$ cat src/include/smc_params.svh
// constants of the stepper settings core: clock, codes, tables, thresholds
// assumes inclusion by smc_pkg, smc_core and the checker by bare name
`ifndef SMC_PARAMS_SVH
`define SMC_PARAMS_SVH
// ==========================================================
// clock
`define SMC_CLK_HZ 26'd20000000
// ==========================================================
// step mode codes
`define SMC_MODE_FULL 4'h0
`define SMC_MODE_HALF 4'h1
`define SMC_MODE_QUARTER 4'h2
`define SMC_MODE_FIFTH 4'h3
`define SMC_MODE_EIGHTH 4'h4
`define SMC_MODE_TENTH 4'h5
`define SMC_MODE_16TH 4'h6
`define SMC_MODE_32ND 4'h7
`define SMC_MODE_64TH 4'h8
`define SMC_MODE_ADAPT 4'h9
// finest internal unit: a full step is this many position counts
`define SMC_UNITS_PER_FULL 7'h40
`define SMC_HALF_STEP_UNITS 7'h20
// ==========================================================
// adaptive mode speed thresholds in rpm (64th below first, full above last)
`define SMC_RPM_T64 11'd60
`define SMC_RPM_T32 11'd120
`define SMC_RPM_T16 11'd250
`define SMC_RPM_T8 11'd500
`define SMC_RPM_T4 11'd1000
`define SMC_RPM_T2 11'd2000
`define SMC_SEC_PER_MIN 7'd60
// ==========================================================
// full steps per revolution by angle select; 1.8 degree is the default
`define SMC_ANGLE_1P8 3'h0
`define SMC_SPR_1P8 9'd200
`define SMC_SPR_0P9 9'd400
`define SMC_SPR_3P6 9'd100
`define SMC_SPR_7P5 9'd48
`define SMC_SPR_15 9'd24
// ==========================================================
// encoder line counts by select code
`define SMC_LINES_0 12'd500
`define SMC_LINES_1 12'd192
`define SMC_LINES_2 12'd200
`define SMC_LINES_3 12'd400
`define SMC_LINES_4 12'd512
`define SMC_LINES_5 12'd1000
`define SMC_LINES_6 12'd1024
`define SMC_LINES_7 12'd2000
`define SMC_LINES_8 12'd2048
// ==========================================================
// status byte fields and reset values
`define SMC_ST_READY 0
`define SMC_ST_POS_ERR 1
`define SMC_ST_DIR 2
`define SMC_IDLE_CUR_RST 7'd25
`define SMC_RUN_CUR_RST 7'd50
`define SMC_CUR_MAX 7'd100
`endif

$ cat src/include/smc_pkg.sv
// types shared by the stepper settings core and its encoder decoder
// assumes smc_params.svh on the include path
package smc_pkg;
`include "smc_params.svh"

  // ==========================================================
  // configuration carried as one group
  typedef struct packed {
    logic [3:0] step_mode;
    logic [2:0] angle_sel;
    logic [3:0] lines_sel;
    logic [6:0] run_cur;
    logic [6:0] idle_cur;
    logic [15:0] backlash;
    logic enc_swap;
    logic auto_status;
  } smc_cfg_s;

  typedef enum logic {SMC_IDLE, SMC_RUN} smc_state_e;
endpackage

$ cat src/core/smc_quad.sv
// quadrature decoder with track swap, four counts per encoder line
// assumes raw encoder tracks from pins, one system clock
`timescale 1ns/100ps
module smc_quad import smc_pkg::*; (
  input wire logic clk_sys,
  input wire logic rst,
  input wire logic a_pin,
  input wire logic b_pin,
  input wire logic swap,
  output logic signed [31:0] count
);
  logic [1:0] a_sync_reg, b_sync_reg;
  logic a_prev_reg, b_prev_reg;
  logic a_now, b_now;

  // ==========================================================
  // two-stage synchronisers; only stage two is read
  always_ff @(posedge clk_sys or posedge rst) begin
    if (rst) begin
      a_sync_reg <= 2'h0;
      b_sync_reg <= 2'h0;
    end else begin
      a_sync_reg <= {a_sync_reg[0], a_pin};
      b_sync_reg <= {b_sync_reg[0], b_pin};
    end
  end

  // swap tracks ahead of decoding so direction sense flips
  assign a_now = swap ? b_sync_reg[1] : a_sync_reg[1];
  assign b_now = swap ? a_sync_reg[1] : b_sync_reg[1];

  // ==========================================================
  // one count per edge; a double change is illegal and ignored
  always_ff @(posedge clk_sys or posedge rst) begin
    if (rst) begin
      a_prev_reg <= 1'b0;
      b_prev_reg <= 1'b0;
      count <= 32'sh0;
    end else begin
      a_prev_reg <= a_now;
      b_prev_reg <= b_now;
      if ((a_now ^ a_prev_reg) != (b_now ^ b_prev_reg)) begin
        if (a_now ^ b_prev_reg)
          count <= count + 32'sh1;
        else
          count <= count - 32'sh1;
      end
    end
  end
endmodule

$ cat src/core/smc_core.sv
// stepper settings core: step generation, currents, backlash, encoder check
// assumes synchronous command inputs from the host side logic, encoder on pins
`timescale 1ns/100ps
`include "smc_params.svh"
module smc_core import smc_pkg::*; (
  input wire logic clk_sys,
  input wire logic rst,
  input wire smc_cfg_s cfg,
  input wire logic move_start,
  input wire logic move_dir,
  input wire logic [23:0] move_count,
  input wire logic [15:0] move_speed,
  input wire logic enc_a_pin,
  input wire logic enc_b_pin,
  output logic step_out,
  output logic dir_out,
  output logic [6:0] phase_cur_pct,
  output logic run_busy,
  output logic pos_err,
  output logic status_valid,
  output logic [7:0] status_byte,
  output logic signed [31:0] cmd_pos,
  output logic signed [31:0] enc_count
);
  smc_cfg_s cfg_reg;
  smc_state_e state_reg;
  logic [24:0] rem_reg;
  logic [25:0] acc_reg;
  logic [15:0] speed_reg;
  logic [3:0] frac_reg;
  logic last_dir_reg;
  logic signed [47:0] cmd_scl_reg, enc_scl_reg;
  logic signed [31:0] enc_raw;
  logic adaptive;
  logic [6:0] eff_div, dec, pos_q, pos_add;
  logic [3:0] pos_r;
  logic [4:0] frac_sum;
  logic [25:0] acc_sum;
  logic tick;
  logic [8:0] spr;
  logic [13:0] edges_rev;
  logic [24:0] total;
  logic signed [47:0] dev;
  logic signed [47:0] err_lim;
  logic [6:0] ad_div;
  logic [10:0] ad_units, units;
  logic carry;

  // ==========================================================
  // decoding tables
  function automatic logic [6:0] div_of(input logic [3:0] mode);
    case (mode)
      `SMC_MODE_HALF: div_of = 7'h02;
      `SMC_MODE_QUARTER: div_of = 7'h04;
      `SMC_MODE_FIFTH: div_of = 7'h05;
      `SMC_MODE_EIGHTH: div_of = 7'h08;
      `SMC_MODE_TENTH: div_of = 7'h0a;
      `SMC_MODE_16TH: div_of = 7'h10;
      `SMC_MODE_32ND: div_of = 7'h20;
      `SMC_MODE_64TH: div_of = 7'h40;
      default: div_of = 7'h01;
    endcase
  endfunction

  // 64th units per pulse; fifth and tenth leave a remainder in frac_reg
  function automatic logic [10:0] units_of(input logic [6:0] div);
    case (div)
      7'h02: units_of = {7'h20, 4'h0};
      7'h04: units_of = {7'h10, 4'h0};
      7'h05: units_of = {7'h0c, 4'h4};
      7'h08: units_of = {7'h08, 4'h0};
      7'h0a: units_of = {7'h06, 4'h4};
      7'h10: units_of = {7'h04, 4'h0};
      7'h20: units_of = {7'h02, 4'h0};
      7'h40: units_of = {7'h01, 4'h0};
      default: units_of = {`SMC_UNITS_PER_FULL, 4'h0};
    endcase
  endfunction

  function automatic logic [8:0] spr_of(input logic [2:0] sel);
    case (sel)
      3'h1: spr_of = `SMC_SPR_0P9;
      3'h2: spr_of = `SMC_SPR_3P6;
      3'h3: spr_of = `SMC_SPR_7P5;
      3'h4: spr_of = `SMC_SPR_15;
      default: spr_of = `SMC_SPR_1P8;
    endcase
  endfunction

  function automatic logic [11:0] lines_of(input logic [3:0] sel);
    case (sel)
      4'h1: lines_of = `SMC_LINES_1;
      4'h2: lines_of = `SMC_LINES_2;
      4'h3: lines_of = `SMC_LINES_3;
      4'h4: lines_of = `SMC_LINES_4;
      4'h5: lines_of = `SMC_LINES_5;
      4'h6: lines_of = `SMC_LINES_6;
      4'h7: lines_of = `SMC_LINES_7;
      4'h8: lines_of = `SMC_LINES_8;
      default: lines_of = `SMC_LINES_0;
    endcase
  endfunction

  // rpm compare without division: speed*60 against threshold*steps per rev
  function automatic logic [6:0] adapt_div(input logic [15:0] spd, input logic [8:0] s);
    logic [23:0] v;
    v = 24'(spd) * 24'(`SMC_SEC_PER_MIN);
    if (v < 24'(`SMC_RPM_T64 * s)) adapt_div = 7'h40;
    else if (v < 24'(`SMC_RPM_T32 * s)) adapt_div = 7'h20;
    else if (v < 24'(`SMC_RPM_T16 * s)) adapt_div = 7'h10;
    else if (v < 24'(`SMC_RPM_T8 * s)) adapt_div = 7'h08;
    else if (v < 24'(`SMC_RPM_T4 * s)) adapt_div = 7'h04;
    else if (v < 24'(`SMC_RPM_T2 * s)) adapt_div = 7'h02;
    else adapt_div = 7'h01;
  endfunction

  // ==========================================================
  // step size selection and pulse rate
  assign spr = spr_of(cfg_reg.angle_sel);
  assign adaptive = (cfg_reg.step_mode == `SMC_MODE_ADAPT);
  assign ad_div = adapt_div(speed_reg, spr);
  assign ad_units = units_of(ad_div);
  always_comb begin
    eff_div = div_of(cfg_reg.step_mode);
    dec = 7'h01;
    if (adaptive) begin
      eff_div = ad_div;
      dec = ad_units[10:4];
      // near the end fall back to 64th so the move lands exactly
      if (25'(dec) > rem_reg) begin
        eff_div = 7'h40;
        dec = 7'h01;
      end
    end
  end
  assign units = units_of(eff_div);
  assign pos_q = adaptive ? dec : units[10:4];
  assign pos_r = adaptive ? 4'h0 : units[3:0];
  assign frac_sum = {1'b0, frac_reg} + {1'b0, pos_r};
  // only fifth and tenth carry a remainder; 32nd and 64th would see a false carry
  assign carry = (pos_r != 4'h0) && (frac_sum >= eff_div[4:0]);
  assign pos_add = pos_q + (carry ? 7'h01 : 7'h00);
  // phase accumulator avoids a divider; rate is full steps/s times divisor
  assign acc_sum = acc_reg + {3'h0, 23'(speed_reg * eff_div)};
  assign tick = (state_reg == SMC_RUN) && (acc_sum >= `SMC_CLK_HZ);
  assign total = {1'b0, move_count} +
    ((move_dir != last_dir_reg) ? {9'h0, cfg.backlash} : 25'h0);

  // ==========================================================
  // configuration shadow, frozen during a run
  always_ff @(posedge clk_sys or posedge rst) begin
    if (rst) begin
      cfg_reg <= '{step_mode: `SMC_MODE_FULL, angle_sel: `SMC_ANGLE_1P8,
        lines_sel: 4'h0, run_cur: `SMC_RUN_CUR_RST, idle_cur: `SMC_IDLE_CUR_RST,
        backlash: 16'h0, enc_swap: 1'b0, auto_status: 1'b0};
    end else if (state_reg == SMC_IDLE) begin
      cfg_reg <= cfg;
    end
  end

  // ==========================================================
  // run sequencing and step pulses
  always_ff @(posedge clk_sys or posedge rst) begin
    if (rst) begin
      state_reg <= SMC_IDLE;
      rem_reg <= 25'h0;
      acc_reg <= 26'h0;
      speed_reg <= 16'h0;
      last_dir_reg <= 1'b1;
      dir_out <= 1'b1;
      step_out <= 1'b0;
      run_busy <= 1'b0;
    end else begin
      step_out <= 1'b0;
      case (state_reg)
        SMC_IDLE: begin
          acc_reg <= 26'h0;
          if (move_start && total != 25'h0) begin
            state_reg <= SMC_RUN;
            rem_reg <= total;
            speed_reg <= move_speed;
            dir_out <= move_dir;
            last_dir_reg <= move_dir;
            run_busy <= 1'b1;
          end
        end
        SMC_RUN: begin
          acc_reg <= tick ? acc_sum - `SMC_CLK_HZ : acc_sum;
          if (tick) begin
            step_out <= 1'b1;
            rem_reg <= rem_reg - 25'(dec);
            if (rem_reg == 25'(dec)) begin
              state_reg <= SMC_IDLE;
              run_busy <= 1'b0;
            end
          end
        end
        default: state_reg <= SMC_IDLE;
      endcase
    end
  end

  // ==========================================================
  // commanded position in 64th units, remainder for fifth and tenth
  always_ff @(posedge clk_sys or posedge rst) begin
    if (rst) begin
      cmd_pos <= 32'sh0;
      frac_reg <= 4'h0;
    end else if (state_reg == SMC_IDLE && move_start) begin
      frac_reg <= 4'h0;
    end else if (tick) begin
      frac_reg <= carry ? 4'(frac_sum - eff_div[4:0]) : frac_sum[3:0];
      if (dir_out)
        cmd_pos <= cmd_pos + 32'(pos_add);
      else
        cmd_pos <= cmd_pos - 32'(pos_add);
    end
  end

  // ==========================================================
  // phase current: run value while moving, standstill value otherwise
  always_ff @(posedge clk_sys or posedge rst) begin
    if (rst) begin
      phase_cur_pct <= `SMC_IDLE_CUR_RST;
    end else if (state_reg == SMC_RUN) begin
      phase_cur_pct <= (cfg_reg.run_cur > `SMC_CUR_MAX) ? `SMC_CUR_MAX : cfg_reg.run_cur;
    end else begin
      phase_cur_pct <= (cfg_reg.idle_cur > `SMC_CUR_MAX) ? `SMC_CUR_MAX : cfg_reg.idle_cur;
    end
  end

  // ==========================================================
  // encoder and deviation check in a common scale, two pipeline stages
  smc_quad u_quad (
    .clk_sys(clk_sys),
    .rst(rst),
    .a_pin(enc_a_pin),
    .b_pin(enc_b_pin),
    .swap(cfg_reg.enc_swap),
    .count(enc_raw)
  );
  assign edges_rev = {lines_of(cfg_reg.lines_sel), 2'h0};
  assign dev = cmd_scl_reg - enc_scl_reg;
  // signed limit, so an encoder running ahead is not read as a huge deviation
  assign err_lim = 48'(`SMC_HALF_STEP_UNITS * 20'(edges_rev));
  always_ff @(posedge clk_sys or posedge rst) begin
    if (rst) begin
      cmd_scl_reg <= 48'sh0;
      enc_scl_reg <= 48'sh0;
      enc_count <= 32'sh0;
      pos_err <= 1'b0;
    end else begin
      enc_count <= enc_raw;
      cmd_scl_reg <= 48'(cmd_pos * $signed({1'b0, edges_rev}));
      enc_scl_reg <= 48'(enc_raw * $signed({1'b0, `SMC_UNITS_PER_FULL * 16'(spr)}));
      pos_err <= (dev > err_lim) || (-dev > err_lim);
    end
  end

  // ==========================================================
  // unprompted status at run end; host must keep it off on a shared bus
  always_ff @(posedge clk_sys or posedge rst) begin
    if (rst) begin
      status_valid <= 1'b0;
      status_byte <= 8'h0;
    end else begin
      status_valid <= 1'b0;
      if (tick && rem_reg == 25'(dec) && cfg_reg.auto_status) begin
        status_valid <= 1'b1;
        status_byte <= 8'h0;
        status_byte[`SMC_ST_READY] <= 1'b1;
        status_byte[`SMC_ST_POS_ERR] <= pos_err;
        status_byte[`SMC_ST_DIR] <= dir_out;
      end
    end
  end
endmodule

$ cat config.mk
export PLATFORM = sky130hd
export DESIGN_NAME = smc_core
export DESIGN_NICKNAME = d
export VERILOG_FILES = /design/src/include/smc_pkg.sv /design/src/core/smc_quad.sv /design/src/core/smc_core.sv
export VERILOG_INCLUDE_DIRS = /design/src /design/src/include
export SDC_FILE = /design/constraint.sdc
export NUM_CORES = 2
export LEC_CHECK = 0
export BUFFER_PORTS_ARGS = -buffer_cell sky130_fd_sc_hd__buf_4
export CAP_MARGIN = 20
export CORE_ASPECT_RATIO = 1.75
export CORE_MARGIN = 2
export CORE_UTILIZATION = 55
export CTS_BUF_LIST = sky130_fd_sc_hd__clkbuf_4 sky130_fd_sc_hd__clkbuf_8 sky130_fd_sc_hd__clkbuf_16
export CTS_CLUSTER_SIZE = 40
export DETAILED_ROUTE_END_ITERATION = 10
export PLACE_DENSITY_LB_ADDON = 0.15
export SYNTH_ARGS = -nofsm -noshare
export SYNTH_HDL_FRONTEND = slang
export SYNTH_HIERARCHICAL = 1
export SYNTH_SLANG_ARGS = --single-unit
$ cat constraint.sdc
create_clock -name clk_sys -period 20.6 [get_ports clk_sys]
set_input_delay 2.06 -clock clk_sys [delete_from_list [all_inputs] [get_ports clk_sys]]
set_output_delay 2.06 -clock clk_sys [all_outputs]
set_load 0.01 [all_outputs]
==> run_results.csv <==
group,metric,value,unit
yosys,ys_types,119,
yosys,yosysTopAreaCellShare,0.238,
timing,slew_viol_final,0,
clock_tree,cts_sinks,299,
routing,vias,38106,
critical_path,cp_max_fo,40,
clock_tree,clk_pin_slew,0.06,ns
critical_path,reg2reg_from,"cfg_reg[36]",
critical_path,r2r-end,"cmd_pos[31]",
yosys,yosys_most_used_dff,"dfrtp_1",
final_layout,largest_register_ff_count,43,
placement,place_congestion,0.895,
routing,drtIter0Drc,1947,
yosys,synth.largest_area_cell,"fa_1",
yosys,syn-cell-area,48500,µm²
yosys,yosys.cell_count.top_type,"inv_1",
yosys,synth_compound_area_frac,0.117,
global_route,grt_usage,0.285,
critical_path,critical_path_class,"reg -> reg",
global_route,antenna_found_initial,0,
timing,max_freq,55.1,MHz
critical_path,reg2reg_depth,65,
clock_tree,cts_tree,"yes",
timing,finClkSkew,0.0297,ns
outcome,status,"finished, final reports clean",
routing,wl,126000,µm
timing,rsz0062_at_grt,"no",
final_layout,final_nets,6755,
clock_tree,clockBufferDepth,3,
final_layout,drive_gt1_frac,0.0768,
global_route,grt_max_degree,81,
floorplan,start_util,0.553,
global_route,use_met3,0.0227,
clock_tree,post_cts_buffers,0,
timing,timing_hold_violations_final,0,
floorplan,rows,144,
routing,avgRoutedWirePerCell,18.8,µm
yosys,async_flop_share,1.00,
final_layout,insertedDiodeCount,0,
yosys,synth_fa_ha_area_frac,0.396,
critical_path,critPathSlowestCell,"o41ai_4",
timing,final-setup-viol-count,0,
critical_path,worstSetupEndpointType,"flop",
routing,viasPerCell,5.71,
critical_path,critPathLaunchType,"flop",
critical_path,rrSetupSlack,2.47,ns
global_route,gr-usage-met1,0.330,
critical_path,crit_path_max_incr_delay,1.00,ns
critical_path,arrival,18.63,ns
clock_tree,ctsHoldBuffers,0,
routing,antenna_left,0,
yosys,synth_xor_area_frac,0.0475,
floorplan,die_w,228,µm
yosys,ys_seq_area_frac,0.155,
yosys,syn_inst,5404,
timing,finalSetupTns,0,ns
global_route,top_usage_layer,"met2",
critical_path,crit_required,21.10,ns
clock_tree,cts_resized,0,
floorplan,ios,173,
global_route,grt.overflow.total,0,
critical_path,cp_common_cell,"ha_1",
critical_path,endpoint,"cmd_pos[31]",
yosys,yosys.area_share.simple,0.186,
hold_path,hold_path.class,"reg -> reg",
critical_path,crit_start,"cfg_reg[36]",
timing,period_minus_slack,18.13,ns
floorplan,die-area,90600,µm²
global_route,grt_pass1_vias,39910,
yosys,yosysWarnings,6,
placement,hpwl,99800,µm
floorplan,core_region_area,87700,µm²
global_route,grt_pass1_wl,208000,µm
clock_tree,cts_root_buf,"clkbuf_16",
clock_tree,h-tree-depth,2,
placement,dp.cells,6606,
routing,remaining_drc_errors,0,
yosys,synth_edf_count,0,
final_layout,fin_cells,6676,
clock_tree,clkLatencyLatePin,0.61,ns
timing,max_slew_margin,0.276,
placement,io_buffers,167,
yosys,synthTopCellsByCount,"inv_1 (859), ha_1 (611), fa_1 (577), nand2_1 (437), and2_1 (420)",
yosys,syn_avg_cell_area,8.97,µm²
routing,dr.pass1.iters,6,
yosys,ys_ff_latch,299,
flow_run,cap_violations,0,
yosys,synth_top_family_by_area,"adder cells",
clock_tree,cts_buffers,38,
final_layout,area_growth,7.54,%
timing,tightest_slew,1.08,ns
yosys,synthMuxAreaShare,0.0170,
final_layout,nFillCells,7796,
yosys,ys_top_cells_by_area,"fa_1 (24%), ha_1 (16%), dfrtp_1 (15%), inv_1 (6.7%), and2_1 (5.4%)",
global_route,grt_use_met2,0.543,
timing,post-route-period-util,0.880,
floorplan,die_h,397,µm
worst min-delay path by stage:
stage | slack (ns) | to | startpoint | depth (start not counted)
CTS | 0.35 | u_quad/b_sync_reg[1] | u_quad/b_sync_reg[0] | 0
global route | 0.36 | u_quad/a_sync_reg[1] | u_quad/a_sync_reg[0] | 0
finish | 0.35 | u_quad/a_sync_reg[1] | u_quad/a_sync_reg[0] | 0
floorplan | 0.33 | u_quad/a_sync_reg[1] | u_quad/a_sync_reg[0] | 0
global placement | 0.34 | u_quad/a_sync_reg[1] | u_quad/a_sync_reg[0] | 0
detailed placement | 0.34 | u_quad/b_sync_reg[1] | u_quad/b_sync_reg[0] | 0
layout by cell type (no fill, tap or decap), drive strengths merged, types with 44 or more instances in the layout:
cell type  synthesis  final
nand3            106    106
o21ai            178    178
buf               42    205
clkbuf           136     45
a21oi            215    215
and2             421    421
mux2              47     47
nand2            437    437
dfrtp            289    289
inv              865    873
ha               611    611
nor4              46     46
or3               44     44
a21o              74     74
and3             134    134
xor2              99     99
fa               577    577
nor2             205    205
xnor2            159    159
nor3             110    110
logic make-up (layout without fill, tap and decap cells):
family          after synthesis  after routing
simple gates               1705           1705
fa+ha+maj                  1190           1190
buf+inv                    1044           1141
compound gates              831            831
flops                       299            299
xor+xnor                    258            258
mux                          75             75
other cells                   2              9
critical path: cells and delay by family, from the launching register on:
| kind | cells | cell delay (ns) |
|---|---|---|
| AOI/OAI and AO/OA | 30 | 7.17 |
| adders and majority gates | 13 | 4.38 |
| and+or+nand+nor | 17 | 4.35 |
| buffers and inverters | 4 | 1.11 |
| DFF | 1 | 0.55 |
| xor gates and xnor gates | 1 | 0.44 |
stage by stage:
stage	utilization	cell area (µm²)	setup WS, ns	hold slack, ns
2_1_floorplan	-	48500	5.50	0.331
3_3_place_gp	0.579	50800	2.67	0.337
3_5_place_dp	0.579	50800	2.51	0.340
4_1_cts	0.594	52100	2.41	0.352
5_1_grt	0.594	52100	1.06	0.356
6_report	0.594	52100	2.47	0.352
area by class of cell:
| class | count | area [µm²] | share of cell area |
|---|---|---|---|
| multi-input cells | 4068 | 37100 | 0.711 |
| flip-flops and latches | 299 | 7500 | 0.144 |
| inverters | 866 | 3260 | 0.0625 |
| repair buffers | 205 | 1540 | 0.0295 |
| well taps | 1168 | 1460 | 0.0280 |
| clock buffers | 45 | 1050 | 0.0201 |
| clock inverters | 25 | 274 | 0.00526 |
per-layer routing:
metal  wire (µm)  part of all wire  up-vias
met1       48800              0.39    18946
met5           0                 0        -
met2       67700              0.54      837
met3        4190             0.033      265
met4        5140             0.041        0
li1            -                 -    18058
Power is not shown: default switching activity piles up to over one toggle a cycle in this logic, so the estimate is an artifact.
